`config.mk`:
```
export PLATFORM = sky130hd
export DESIGN_NAME = mono_lcd_attribute_power_logic
export DESIGN_NICKNAME = d
export VERILOG_FILES = /design/src/shared/mono_pkg.sv /design/src/shared/attr_if.sv /design/src/hdl/attr_mapper.sv /design/src/hdl/mono_lcd_attribute_power_logic.sv
export VERILOG_INCLUDE_DIRS = /design/src /design/src/shared
export SDC_FILE = /design/constraint.sdc
export NUM_CORES = 1
export LEC_CHECK = 0
export BUFFER_PORTS_ARGS = -buffer_cell sky130_fd_sc_hd__buf_2
export CORE_ASPECT_RATIO = 0.6
export CORE_MARGIN = 2
export CORE_UTILIZATION = 35
export CTS_BUF_LIST = sky130_fd_sc_hd__clkbuf_2 sky130_fd_sc_hd__clkbuf_4 sky130_fd_sc_hd__clkbuf_8
export DETAILED_ROUTE_END_ITERATION = 10
export GPL_TIMING_DRIVEN = 0
export PLACE_DENSITY = 0.75
export SLEW_MARGIN = 30
export SYNTH_ARGS = -nofsm -noshare
export SYNTH_HDL_FRONTEND = slang
export SYNTH_SLANG_ARGS = --single-unit
```
`constraint.sdc`:
```
create_clock -name clk_sys -period 1.66 [get_ports clk_sys]
set_input_delay 0 -clock clk_sys [delete_from_list [all_inputs] [get_ports clk_sys]]
set_output_delay 0 -clock clk_sys [all_outputs]
set_load 0.01 [all_outputs]
```
`src/shared/mono_consts.svh`:
```
// offsets, fields, reset values and codes for the mono lcd logic
`ifndef MONO_CONSTS_SVH
`define MONO_CONSTS_SVH
`define PWR_STATUS_ADDR 16'hf301
`define PWR_PRESENT_BIT 0
`define OPT_CMAP_BIT 2
`define CMAP_EN_RESET 1'b1
`define VSR_FN_WRITE_CHAR 8'h09
`define VSR_FN_SET_MODE 8'h00
`define BL_FUNC 16'h11ba
`define BL_SUB 8'h03
`define BL_SEL_ON 8'h01
`define BL_SEL_OFF 8'h00
`define MODE_COLOUR_GFX 8'h05
`define MODE_MONO_GFX 8'h04
`define MODE_RESET 8'h00
`define LED_SCROLL 3'h1
`define LED_NONE 3'h0
`endif

```
`src/shared/mono_pkg.sv`:
```
// types shared by the mono lcd logic
package mono_pkg;
  // backlight state, one-hot
  typedef enum logic [1:0] {
    BL_LIT  = 2'h1,
    BL_DARK = 2'h2
  } bl_state_t;
  typedef logic [7:0] attr_t;
  typedef logic [3:0] colour_t;
endpackage

```
`src/shared/attr_if.sv`:
```
// carrier between the top and the attribute mapper
`timescale 1ns/100ps
`default_nettype none
interface attr_if;
  logic             cmap_en;   // correction enabled
  mono_pkg::attr_t  attr_in;   // requested attribute
  mono_pkg::attr_t  attr_out;  // corrected attribute
  logic [15:0]      pix_codes; // four 4-bit colour codes
  logic [3:0]       pix_white; // one per code, 1 = white
  modport top (output cmap_en, output attr_in, output pix_codes,
               input attr_out, input pix_white);
  modport mapper (input cmap_en, input attr_in, input pix_codes,
                  output attr_out, output pix_white);
endinterface
`default_nettype wire

```
`src/hdl/attr_mapper.sv`:
```
// colour-map correction and parity to black/white
`timescale 1ns/100ps
`default_nettype none
module attr_mapper (
  attr_if.mapper m
);
  wire       fg_odd;   // foreground parity
  wire       bg_odd;   // background parity
  wire       same_par; // both odd or both even
  assign fg_odd   = m.attr_in[0];
  assign bg_odd   = m.attr_in[4];
  assign same_par = ~(fg_odd ^ bg_odd);
  // flipping bit 0 swaps parity with the nearest colour, so
  // white on blue becomes brown on blue
  assign m.attr_out = (m.cmap_en && same_par) ?
                      (m.attr_in ^ 8'h01) : m.attr_in;
  // odd codes white, even codes black, one lane per code
  genvar i;
  generate
    for (i = 0; i < 4; i = i + 1) begin : g_pix
      assign m.pix_white[i] = m.pix_codes[4*i];
    end
  endgenerate
endmodule // attr_mapper
`default_nettype wire

```
`src/hdl/mono_lcd_attribute_power_logic.sv`:
```
// top of the black-and-white lcd attribute and power logic
`timescale 1ns/100ps
`default_nettype none
`include "mono_consts.svh"
module mono_lcd_attribute_power_logic (
  input  wire logic        clk_sys,
  input  wire logic        reset_n,
  // i/o channel
  input  wire logic [15:0] io_addr,
  input  wire logic        io_rd,
  input  wire logic        io_wr,
  input  wire logic [7:0]  io_wdata,
  output logic [7:0]       io_rdata,
  output logic             io_rvalid,
  // primary power sense, 1 = present
  input  wire logic        primary_power,
  // video option byte update
  input  wire logic        opt_wr,
  input  wire logic [7:0]  opt_wdata,
  // video service request
  input  wire logic        vsr_valid,
  input  wire logic [7:0]  vsr_func,
  input  wire logic [7:0]  vsr_mode,
  input  wire logic [7:0]  vsr_char,
  input  wire logic [7:0]  vsr_attr,
  // direct display memory write
  input  wire logic        dm_valid,
  input  wire logic [7:0]  dm_char,
  input  wire logic [7:0]  dm_attr,
  // character write to display memory
  output logic             chr_valid,
  output logic [7:0]       chr_code,
  output logic [7:0]       chr_attr,
  // active video mode
  output logic [7:0]       mode_active,
  // backlight control request
  input  wire logic        bl_valid,
  input  wire logic [15:0] bl_func,
  input  wire logic [7:0]  bl_sub,
  input  wire logic [7:0]  bl_sel,
  output logic             backlight_on,
  // keyboard indicators: 0 scroll, 1 num, 2 caps
  input  wire logic [2:0]  kbd_led_in,
  output logic [2:0]       kbd_led_out,
  // lcd pixel path, four codes per cycle
  input  wire logic [15:0] pix_codes,
  output logic [3:0]       pix_white,
  output logic             lcd_drive_en
);

  // reset synchroniser
  logic rst_meta_ff;   // first stage, read only by second
  logic rst_sync_n_ff; // released reset for the design

  // release through two flops, assert at once
  always_ff @(posedge clk_sys or negedge reset_n) begin
    if (!reset_n) begin
      rst_meta_ff   <= 1'b0;
      rst_sync_n_ff <= 1'b0;
    end else begin
      rst_meta_ff   <= 1'b1;
      rst_sync_n_ff <= rst_meta_ff;
    end
  end

  wire rst_n; // synchronised reset
  assign rst_n = rst_sync_n_ff;

  // state
  logic        cmap_en_ff;    // correction enable
  logic [7:0]  rdata_ff;      // read data
  logic        rvalid_ff;     // read answer
  logic        chr_valid_ff;  // char write strobe
  logic [7:0]  chr_code_ff;   // char code
  logic [7:0]  chr_attr_ff;   // char attribute
  logic [7:0]  mode_ff;       // active mode
  logic [2:0]  led_saved_ff;  // indicators at blanking
  logic [2:0]  led_out_ff;    // indicator drive
  logic [3:0]  pix_white_ff;  // pixel colour
  logic        drive_en_ff;   // display driven
  mono_pkg::bl_state_t bl_ff; // backlight state

  // mapper link
  attr_if am ();
  attr_mapper u_mapper (
    .m (am.mapper)
  );

  // decode
  wire pwr_hit;      // power register addressed
  wire pwr_rd;       // read of power register
  wire other_rd;     // read of unmapped address
  wire vsr_wchar;    // character write service
  wire vsr_setmode;  // mode set service
  wire bl_req;       // backlight control request
  wire bl_req_on;    // turn backlight on
  wire bl_req_off;   // turn backlight off
  wire led_none_lit; // no indicator lit now

  assign pwr_hit     = (io_addr == `PWR_STATUS_ADDR);
  assign pwr_rd      = io_rd && pwr_hit;
  assign other_rd    = io_rd && !pwr_hit;
  assign vsr_wchar   = vsr_valid &&
                       (vsr_func == `VSR_FN_WRITE_CHAR);
  assign vsr_setmode = vsr_valid &&
                       (vsr_func == `VSR_FN_SET_MODE);
  assign bl_req      = bl_valid && (bl_func == `BL_FUNC) &&
                       (bl_sub == `BL_SUB);
  assign bl_req_on   = bl_req && (bl_sel == `BL_SEL_ON);
  assign bl_req_off  = bl_req && (bl_sel == `BL_SEL_OFF);
  assign led_none_lit = (kbd_led_in == `LED_NONE);

  // mapper inputs
  assign am.cmap_en   = cmap_en_ff;
  assign am.attr_in   = vsr_attr;
  assign am.pix_codes = pix_codes;

  // next values
  wire [7:0] nxt_rdata;   // read answer byte
  wire [7:0] nxt_mode;    // remapped mode
  wire [7:0] nxt_code;    // chosen char
  wire [7:0] nxt_attr;    // chosen attribute
  wire [2:0] nxt_off_led; // indicators while dark

  // power register: bit 0 power, rest zero
  assign nxt_rdata = pwr_rd ?
                     {7'h00, primary_power} : 8'h00;

  // only mode 5 changes; other modes pass as asked
  assign nxt_mode = (vsr_mode == `MODE_COLOUR_GFX) ?
                    `MODE_MONO_GFX : vsr_mode;

  // service writes take the corrected attribute;
  // direct writes bypass the mapper entirely
  assign nxt_code = vsr_wchar ? vsr_char : dm_char;
  assign nxt_attr = vsr_wchar ? am.attr_out : dm_attr;

  // keep lit indicators, else light scroll as reminder
  assign nxt_off_led = led_none_lit ?
                       `LED_SCROLL : kbd_led_in;

  // i/o channel answers; writes to power register
  // have no effect at all
  always_ff @(posedge clk_sys or negedge rst_n) begin
    if (!rst_n) begin
      rdata_ff  <= 8'h00;
      rvalid_ff <= 1'b0;
    end else begin
      rdata_ff  <= nxt_rdata;
      rvalid_ff <= pwr_rd || other_rd;
    end
  end

  // option byte holds the correction enable
  always_ff @(posedge clk_sys or negedge rst_n) begin
    if (!rst_n) begin
      cmap_en_ff <= `CMAP_EN_RESET;
    end else if (opt_wr) begin
      cmap_en_ff <= opt_wdata[`OPT_CMAP_BIT];
    end
  end

  // active mode follows mode set requests
  always_ff @(posedge clk_sys or negedge rst_n) begin
    if (!rst_n) begin
      mode_ff <= `MODE_RESET;
    end else if (vsr_setmode) begin
      mode_ff <= nxt_mode;
    end
  end

  // character write path; service write wins when
  // both arrive together, a direct write then is lost
  always_ff @(posedge clk_sys or negedge rst_n) begin
    if (!rst_n) begin
      chr_valid_ff <= 1'b0;
      chr_code_ff  <= 8'h00;
      chr_attr_ff  <= 8'h00;
    end else begin
      chr_valid_ff <= vsr_wchar || dm_valid;
      if (vsr_wchar || dm_valid) begin
        chr_code_ff <= nxt_code;
        chr_attr_ff <= nxt_attr;
      end
    end
  end

  // backlight state machine
  always_ff @(posedge clk_sys or negedge rst_n) begin
    if (!rst_n) begin
      bl_ff <= mono_pkg::BL_LIT;
    end else begin
      unique case (bl_ff)
        mono_pkg::BL_LIT: begin
          if (bl_req_off) begin
            bl_ff <= mono_pkg::BL_DARK;
          end
        end
        mono_pkg::BL_DARK: begin
          if (bl_req_on) begin
            bl_ff <= mono_pkg::BL_LIT;
          end
        end
        default: begin
          bl_ff <= mono_pkg::BL_LIT;
        end
      endcase
    end
  end

  // snapshot indicators at the moment of blanking
  always_ff @(posedge clk_sys or negedge rst_n) begin
    if (!rst_n) begin
      led_saved_ff <= `LED_NONE;
    end else if (bl_ff == mono_pkg::BL_LIT && bl_req_off) begin
      led_saved_ff <= kbd_led_in;
    end
  end

  // indicator drive: follow keyboard while lit,
  // reminder while dark, restore snapshot on relight
  always_ff @(posedge clk_sys or negedge rst_n) begin
    if (!rst_n) begin
      led_out_ff <= `LED_NONE;
    end else begin
      unique case (bl_ff)
        mono_pkg::BL_LIT: begin
          if (bl_req_off) begin
            led_out_ff <= nxt_off_led;
          end else begin
            led_out_ff <= kbd_led_in;
          end
        end
        mono_pkg::BL_DARK: begin
          if (bl_req_on) begin
            led_out_ff <= led_saved_ff;
          end
        end
        default: begin
          led_out_ff <= kbd_led_in;
        end
      endcase
    end
  end

  // pixel colour and display drive; the panel is
  // blanked on battery since it cannot run there
  always_ff @(posedge clk_sys or negedge rst_n) begin
    if (!rst_n) begin
      pix_white_ff <= 4'h0;
      drive_en_ff  <= 1'b0;
    end else begin
      pix_white_ff <= primary_power ?
                      am.pix_white : 4'h0;
      drive_en_ff  <= primary_power;
    end
  end

  // outputs
  assign io_rdata     = rdata_ff;
  assign io_rvalid    = rvalid_ff;
  assign chr_valid    = chr_valid_ff;
  assign chr_code     = chr_code_ff;
  assign chr_attr     = chr_attr_ff;
  assign mode_active  = mode_ff;
  assign backlight_on = (bl_ff == mono_pkg::BL_LIT) &&
                        drive_en_ff;
  assign kbd_led_out  = led_out_ff;
  assign pix_white    = pix_white_ff;
  assign lcd_drive_en = drive_en_ff;

endmodule // mono_lcd_attribute_power_logic
`default_nettype wire

```
; ---- Yosys cells after proc, flatten, opt, wreduce, memory -nomap -nowiden
; Index checks and enable logic that the tools add are counted.
[classes]
n_eq_ne = 10
n_mux = 13
n_bitwise = 3
reduce_logical = 18
[ops]
columns = op, count
row1 = 2-to-1 mux 8 bit, 3
row2 = equality test 16 x 13 -> 1 bit (second input constant), 1
row3 = equality test 16 bit (second input constant), 1
row4 = zero test 8 bit, 2
row5 = logical AND 1 bit, 11
row6 = 2-to-1 mux 3 bit, 3
row7 = equality test 8 x 1 -> 1 bit (second input constant), 1
row8 = equality test 8 x 2 -> 1 bit (second input constant), 1
row9 = equality test 8 x 3 -> 1 bit (second input constant), 1
row10 = equality test 8 x 4 -> 1 bit (second input constant), 1
row11 = case mux 3 bit (2 select lines), 1
row12 = 2-to-1 mux 2 bit, 2
row13 = 2-to-1 mux 4 bit, 1
row14 = inequality test 2 bit (second input constant), 2
row15 = case mux 2 bit (2 select lines), 1
row16 = zero test 3 bit, 1
row17 = equality test 2 x 1 -> 1 bit (second input constant), 1
row18 = equality test 2 bit (second input constant), 1
row19 = logical OR 1 bit, 2
row20 = 2-to-1 mux 1 bit, 2
row21 = inverter 1 bit, 2
row22 = AND reduction 2 bit, 1
row23 = zero test 1 bit, 1
row24 = bitwise XOR 1 bit, 1
[totals]
register_bits = 43
inputBits = 140
out_inout_bits = 43
wordCells = 58

; ---- Longest topological paths before layout
; Gate-level depths: netlist of run 1.
[depth]
ltp_word = 6
depth_mapped = 6
depth_no_buf = 6

; ---- By module
; Synthesis of run 1 repeated with hierarchy kept, for this count alone.
[unflattened]
hier_cells = 195
area_unflattened_um2 = 2224.6
[by_module_without_submodules]
columns = module, instances, cells_per_inst, area_per_inst_um2, seq_area_each_um2
row1 = mono_lcd_attribute_power_logic, 1, 182, 2128.3, 1078.5
row2 = attr_mapper, 1, 13, 96.3, 0.0

; ---- Worst setup path after synthesis of run 1
; No wires, ideal clock.
[synth_path]
path_kind = flip-flop to flip-flop
startpoint = reg bl_ff[0]
endpoint = reg led_out_ff[0] (netlist: kbd_led_out[0])
setup_time_ns = 0.132
arrival_ns = 1.680
required_time_ns = 1.528
path_slack_ns = -0.152
stages_incl_launch_ff = 7
n_path_buf = 0
synth_period_minus_slack_ns = 1.812
path_cell_list = dfstp_2 > inv_1 > ha_1 > or2_2 > a221o_1 > nor4_1 > a211oi_1
[synth_via]
elab_chain_len = 2
elab_cells_between_ends = 4
cone_classes = eq/ne: 3 / mux: 1
[synth_rtl]
columns = element, line_no
row1 = "start, declared", mono_lcd_attribute_power_logic.sv:81  ; mono_pkg::bl_state_t bl_ff;
row2 = "start signal, assigned", mono_lcd_attribute_power_logic.sv:191  ; bl_ff <= mono_pkg::BL_LIT;
row3 = "start signal, assigned", mono_lcd_attribute_power_logic.sv:196  ; bl_ff <= mono_pkg::BL_DARK;
row4 = "start signal, assigned", mono_lcd_attribute_power_logic.sv:201  ; bl_ff <= mono_pkg::BL_LIT;
row5 = equality test 2 bit or equality test 2 x 1 -> 1 bit (tied branches), mono_lcd_attribute_power_logic.sv:226  ; unique case (bl_ff)
row6 = case mux 3 bit (2 select lines) or inequality test 2 bit (tied branches), n/a
row7 = "end signal, assigned", mono_lcd_attribute_power_logic.sv:224  ; led_out_ff <= `LED_NONE;
row8 = "end signal, assigned", mono_lcd_attribute_power_logic.sv:229  ; led_out_ff <= nxt_off_led;
row9 = "end signal, assigned", mono_lcd_attribute_power_logic.sv:231  ; led_out_ff <= kbd_led_in;
row10 = "end, declared", mono_lcd_attribute_power_logic.sv:78  ; logic [2:0] led_out_ff;
; Parallel ways exist; a longest one is shown, timed or not.
; A chain may end at the register's enable or synchronous reset.

; ---- Final worst setup path of run 1
; Same ends and word-level chain as after synthesis.

==> impl_metrics.sql, run 1 <==
INSERT INTO impl_metrics (metric_group, metric, value, unit) VALUES
('status', 'run_status', 'finished, violations left', ''),
('status', 'violations', 'setup timing', ''),
('sta', 'layout_worst_path_cycle_share', '1.10', ''),
('finish', 'design_area', '3570', 'µm²'),
('cts', 'cts_htree_levels', '2', ''),
('worst_hold_path', 'min-delay-path-class', 'input pin to flip-flop', ''),
('finish', 'insertedDiodeCount', '0', ''),
('power_and_ir_drop', 'netSwitchingFraction', '0.241', ''),
('grt', 'first_pass_grt_wire_length', '10300', 'µm'),
('grt', 'first_global_vias', '2245', ''),
('placement', 'placed_area', '3040', 'µm²'),
('grt', 'grt_start_max_net_pins', '26', ''),
('power_and_ir_drop', 'power.share.combinational', '0.197', ''),
('placement', 'port_buffers', '146', ''),
('die', 'placement_rows', '22', ''),
('yosys', 'synth.ff_latch_count', '43', ''),
('power_and_ir_drop', 'pwr-share-seq', '0.490', ''),
('setup_path', 'cp_slowest_cell', 'dfstp_2', ''),
('yosys', 'synth_area_leaders', 'dfrtp_1 48%, mux2i_1 7.9%, mux2_2 6.8%', ''),
('power_and_ir_drop', 'power.leakage', '1.87', 'nW'),
('placement', 'place.gp.congestion', '0.827', ''),
('sta', 'slew_headroom', '0.561', ''),
('power_and_ir_drop', 'power.ir.vdd_worst', '0.000379', 'V'),
('sta', 'final_setup_violating_endpoints', '1', ''),
('power_and_ir_drop', 'total_switching_power', '0.566', 'mW'),
('finish', 'final_nets', '528', ''),
('drt', 'route.detailed.wl_per_inst', '13.7', 'µm'),
('yosys', 'netlist_instances', '184', ''),
('sta', 'max_slew_violation_count', '0', ''),
('job', 'maxCapViolations', '0', ''),
('setup_path', 'crit_path_cell_trace', 'inv_2 -> ha_4 -> or2_4 -> a221o_1 -> nor4_1 -> a211oi_1', ''),
('sta', 'finalHoldViolCount', '0', ''),
('yosys', 'yosysSeqAreaShare', '0.504', ''),
('yosys', 'synth_cell_type_count', '44', ''),
('power_and_ir_drop', 'clock_power_share', '0.313', ''),
('sta', 'maximum_frequency_from_static_timing_analysis', '0.548', 'GHz'),
('setup_path', 'setup.worst_path.start_class', 'flip-flop', ''),
('grt', 'grt_util_all_layers', '0.192', ''),
('yosys', 'yosysWarningCount', '0', ''),
('sta', 'worst-slew-pin-transition', '658', 'ps'),
('cts', 'clock-sinks', '43', ''),
('setup_path', 'cp_max_fo', '4', ''),
('cts', 'clock-root-buffer', 'clkbuf_8', ''),
('sta', 'timing.final.ws_setup', '-165', 'ps'),
('setup_path', 'critical_path_class', 'flip-flop to flip-flop', ''),
('setup_path', 'cp_data_required_time', '1820', 'ps'),
('sta', 'grt_setup_unrepaired', 'yes', ''),
('yosys', 'synth-main-ff-cell', 'dfrtp_1', ''),
('yosys', 'syn_area', '2140', 'µm²'),
('yosys', 'synth.top_cell.area_share', '0.479', ''),
('yosys', 'synth_enable_flop_cells', '0', ''),
('drt', 'final_antenna_net_count', '0', ''),
('drt', 'vias', '2198', ''),
('placement', 'detailedPlacementHpwl', '4470', 'µm'),
('power_and_ir_drop', 'cell_internal_pwr', '1.78', 'mW'),
('placement', 'dpl_worst_slack', '-163', 'ps'),
('yosys', 'postSynthAreaPerCell', '11.6', 'µm²'),
('power_and_ir_drop', 'power_density_over_the_cells', '656', 'nW/µm²'),
('die', 'initial_core_util', '0.357', ''),
('drt', 'drc_errors', '0', ''),
('drt', 'first_iter_violations', '80', ''),
('sta', 'finClkSkew', '4.15', 'ps'),
('setup_path', 'path_buf_inv', '1', ''),
('die', 'die_area', '6780', 'µm²'),
('die', 'ios', '183', ''),
('setup_path', 'timing.critical_path.slowest_cell_delay', '570', 'ps'),
('cts', 'clock_latency_reported_for_the_late_side_of_the_worst_skew_pair', '280', 'ps'),
('finish', 'drive_gt1_frac', '0.509', ''),
('cts', 'cts_tree', 'yes', ''),
('die', 'die_h', '64.6', 'µm'),
('yosys', 'async_flop_share', '1.00', '');
[timing repair]
| action | CTS | global route |
|---|---|---|
| hold endpoints to repair | 36 | 0 |
| gates resized for setup | 1 | 3 |
| hold buffers | 41 | 0 |
| pin swaps | 1 | 1 |
| setup endpoints to repair | 4 | 5 |
| setup buffers | 0 | 1 |
[layout make-up]
cell class	count	area [µm²]
plain buffers	13	76.3
clock buffers	8	104
fillers	525	2430
inverters	6	22.5
multi-input cells	128	1010
flip-flops and latches	43	1080
well taps	84	105
repair buffers	189	1170
[through the flow]
stage / setup TNS [ps] / utilization / cells / hold slack [ps] / power (mW)
CTS: -107 / 0.592 / 470 / 9.15 / 2.37
detailed placement: -293 / 0.506 / 421 / -211 / 1.55
floorplan: -79.0 / - / 190 / -296 / 1.32
global placement: -5520 / 0.503 / 420 / -214 / 1.54
finish: -165 / 0.595 / 471 / 15.7 / 2.34
global route: -349 / 0.595 / 471 / 18.8 / 2.47
[sequential cells by signal, summed over array words and instances, names as in the netlist]
register and flops:
am.cmap_en 1, io_rvalid 1, chr_attr 8, pix_white 4, rst_meta_ff 1, kbd_led_out 3, rst_n 1, lcd_drive_en 1
led_saved_ff 3, bl_ff 2, mode_active 8, chr_code 8, io_rdata 1, chr_valid 1
[kinds of logic after synthesis]
logic type	after synthesis	synth area share
muxes	30	0.148
DFF	43	0.504
adders and majority gates	2	0.0117
other	2	0.00351
buffers and inverters	19	0.0461
and+or+nand+nor	59	0.201
AOI/OAI and AO/OA	29	0.0865
[cell usage in the layout (no fill, tap or decap), types with 2 or more instances in the layout]
master and count:
mux2_2 13, buf_4 8, a22o_1 2, conb_1 8, nand4_1 3, dfrtp_1 39, nand2_1 3, buf_2 147
inv_1 5, o21ai_0 2, nand3_1 2, mux2i_1 17, dlygate4sd3_1 41, a311oi_1 2, nor3_1 2, and2_1 5
dfstp_2 2, nor2_1 20, clkbuf_1 4, dfrtp_2 2, nor4_1 2, a21oi_1 17, and4b_1 2, nor4_4 3
clkbuf_8 7, nor4b_1 3
[worst paths after layout]
check                            from  slack, ps  cells after the start             end
max                          bl_ff[0]       -170                      6  kbd_led_out[0]
min                        dm_attr[0]         20                      3     chr_attr[0]
max reg2reg                  bl_ff[0]       -170                      6  kbd_led_out[0]
min reg2reg                     rst_n        210                      0  kbd_led_out[0]
max in group asynchronous       rst_n        980                      1     chr_attr[7]
min in group asynchronous     reset_n         30                      2     rst_meta_ff
[metal layers]
metal  up-vias  GRT usage  wire [µm]
met5         -          0          0
met4         0     0.0367         50
met3         6     0.0604        496
met2       109      0.347       3150
met1      1027      0.229       2750
li1       1056          -          -
[power by group through the flow]
stage | Combinational [mW] | Clock (mW) | Sequential (mW)
after floorplan | 0.118 | 0 | 1.20
after global placement | 0.359 | 0 | 1.18
after detailed placement | 0.385 | 0 | 1.17
after CTS | 0.456 | 0.764 | 1.15
after global routing | 0.504 | 0.803 | 1.16
final | 0.462 | 0.732 | 1.15
[worst reg2reg max path, delay by kind of cell, from the launching register on]
kind                       cells  cell delay (ps)
DFF                            1              570
and+or+nand+nor                2              470
AOI/OAI and AO/OA              2              390
adders and majority gates      1              210
buffers and inverters          1               60
Power figures use the tool's default switching activity.
==> run 2: changes to the inputs <==
--- a/config.mk
+++ b/config.mk
@@ -14,6 +14,7 @@
 export DETAILED_ROUTE_END_ITERATION = 10
 export GPL_TIMING_DRIVEN = 0
 export PLACE_DENSITY = 0.75
+export RECOVER_POWER = 25
 export SLEW_MARGIN = 30
 export SYNTH_ARGS = -nofsm -noshare
 export SYNTH_HDL_FRONTEND = slang
==> impl_metrics.sql, run 2 (same netlist as run 1, synthesis figures left out) <==
INSERT INTO impl_metrics (metric_group, metric, value, unit) VALUES
('status', 'run_status', 'finished, violations left', ''),
('status', 'violations', 'setup timing', ''),
('power_and_ir_drop', 'p_total', '2.34', 'mW'),
('setup_path', 'cp_slowest_cell', 'dfstp_2', ''),
('sta', 'maximum_frequency_from_static_timing_analysis', '0.548', 'GHz'),
('sta', 'grt_setup_unrepaired', 'yes', ''),
('setup_path', 'cp_data_required_time', '1820', 'ps'),
('die', 'die_x', '105', 'µm'),
('cts', 'clock_latency_reported_for_the_late_side_of_the_worst_skew_pair', '280', 'ps'),
('finish', 'areaGrowthSynthToFinish', '65.8', '%'),
('drt', 'firstDrtPassIters', '4', ''),
('sta', 'layout_worst_path_cycle_share', '1.10', ''),
('finish', 'layout_commonest_cell', 'buf_2', ''),
('finish', 'final_nets', '528', ''),
('placement', 'place.gp.congestion', '0.827', ''),
('worst_hold_path', 'min-delay-path-class', 'input pin to flip-flop', ''),
('die', 'ios', '183', ''),
('setup_path', 'critical_path_class', 'flip-flop to flip-flop', ''),
('finish', 'drive_gt1_frac', '0.501', ''),
('power_and_ir_drop', 'power.leakage', '1.86', 'nW'),
('cts', 'clkSlewWorstSetupHoldPaths', '80', 'ps'),
('job', 'maxCapViolations', '0', ''),
('placement', 'detailedPlacementHpwl', '4470', 'µm'),
('placement', 'port_buffers', '146', ''),
('power_and_ir_drop', 'power_density_over_the_cells', '658', 'nW/µm²'),
('cts', 'clock-sinks', '43', ''),
('grt', 'globalRoute.totalOverflow', '0', ''),
('sta', 'timing.final.ws_setup', '-166', 'ps'),
('setup_path', 'end_kind', 'flip-flop', ''),
('finish', 'layout.cells.most_common_list', '145 x buf_2, 41 x dlygate4sd3_1, 40 x dfrtp_1', ''),
('cts', 'cts_htree_levels', '2', ''),
('grt', 'grt_start_max_net_pins', '26', ''),
('die', 'die_area', '6780', 'µm²'),
('power_and_ir_drop', 'power.ir.vdd_worst', '0.000377', 'V'),
('cts', 'tritoncts.num_buffers', '5', ''),
('setup_path', 'crit_end', 'kbd_led_out[0]', ''),
('drt', 'route.detailed.wl_per_inst', '13.7', 'µm'),
('sta', 'finalHoldViolCount', '0', ''),
('cts', 'clock-root-buffer', 'clkbuf_8', ''),
('setup_path', 'crit_path_start', 'bl_ff[0]', ''),
('grt', 'initial_antenna_violation_count', '0', ''),
('die', 'die_h', '64.6', 'µm'),
('drt', 'vias', '2204', ''),
('drt', 'final_antenna_net_count', '0', ''),
('finish', 'insertedDiodeCount', '0', ''),
('setup_path', 'cp_max_fo', '4', ''),
('cts', 'cts_tree', 'yes', ''),
('die', 'fp.coreArea', '6000', 'µm²'),
('sta', 'finalWorstPathRequiredPeriod', '1830', 'ps'),
('drt', 'wl', '6460', 'µm'),
('setup_path', 'setup.worst_path.start_class', 'flip-flop', ''),
('die', 'initial_core_util', '0.357', ''),
('finish', 'utilization', '0.592', ''),
('sta', 'final_setup_violating_endpoints', '1', ''),
('grt', 'grt_util_all_layers', '0.192', ''),
('sta', 'slew_headroom', '0.525', ''),
('setup_path', 'worstPathArrival', '1980', 'ps'),
('sta', 'finClkSkew', '3.29', 'ps'),
('drt', 'drc_errors', '0', ''),
('sta', 'max_slew_violation_count', '0', ''),
('setup_path', 'r2r_start', 'bl_ff[0]', ''),
('drt', 'route.detailed.vias_per_inst', '4.68', ''),
('setup_path', 'r2r-end', 'kbd_led_out[0]', ''),
('grt', 'first_global_vias', '2245', ''),
('setup_path', 'r2r_slack', '-170', 'ps'),
('cts', 'cts-root-to-sink-buffers', '2', ''),
('setup_path', 'register_to_register_path_depth', '6', ''),
('sta', 'worst-slew-pin-transition', '713', 'ps'),
('setup_path', 'crit_path_cell_trace', 'inv_2 -> ha_4 -> or2_4 -> a221o_1 -> nor4_1 -> a211oi_1', ''),
('setup_path', 'timing.critical_path.slowest_cell_delay', '570', 'ps'),
('die', 'placement_rows', '22', ''),
('grt', 'first_pass_grt_wire_length', '10300', 'µm'),
('drt', 'first_iter_violations', '72', '');
==> run 2: critical path: cells and delay by family (launching register included) <==
kind,cells,cell delay [ps]
buffers and inverters,1,60
flip-flops,1,570
AO/OA/AOI/OAI,2,390
AND/OR/NAND/NOR,2,470
adder cells (fa/ha/maj),1,210
==> run 2: cell type report <==
class | count | area [µm²]
inverter | 6 | 22.5
buffer | 13 | 76.3
fill | 528 | 2450
multi-input combinational | 128 | 1010
tap | 84 | 105
clock buffer | 8 | 104
sequential | 43 | 1080
timing repair buffer | 189 | 1150
==> run 2: how the worst min path moves through the flow <==
stage | startpoint | end | slack (ps) | cells past startpoint
6_report | dm_attr[0] | chr_attr[0] | 20 | 3
3_5_place_dp | reset_n | rst_meta_ff | -210 | 1
5_1_grt | reset_n | rst_meta_ff | 30 | 2
3_3_place_gp | reset_n | rst_meta_ff | -210 | 1
2_1_floorplan | reset_n | rst_meta_ff | -300 | 0
4_1_cts | reset_n | rst_meta_ff | 9 | 2
==> run 2: through the flow <==
stage                     hold slack (ps)  instances  setup TNS [ps]  setup WS (ps)  area [µm²]
after floorplan                      -296        190           -79.0          -79.0        2180
after global placement               -214        420           -5520           -139        3020
after detailed placement             -211        421            -293           -163        3040
after CTS                            9.15        470            -107          -69.7        3550
after global routing                 25.8        471            -349           -196        3550
final                                15.6        471            -166           -166        3550
==> run 2: layer usage <==
metal | share of wire | vias to the layer above | track usage
li1 | - | 1055 | -
met1 | 0.42 | 1029 | 0.229
met2 | 0.49 | 114 | 0.347
met3 | 0.079 | 6 | 0.0604
met4 | 0.0077 | 0 | 0.0367
met5 | 0 | - | 0
==> run 2: where the power goes <==
group	internal (mW)	total [mW]	switching (mW)	leakage (nW)
clock network	0.396	0.731	0.335	0.0549
registers	1.11	1.15	0.0370	0.534
logic	0.265	0.458	0.192	1.27
==> run 2: repair_timing <==
action,CTS,global route
pin swaps,1,1
setup buffers,0,1
gates resized for setup,1,3
hold endpoints to repair,36,0
hold buffers,41,0
gates cloned,0,0
endpoints found under the setup margin,4,5
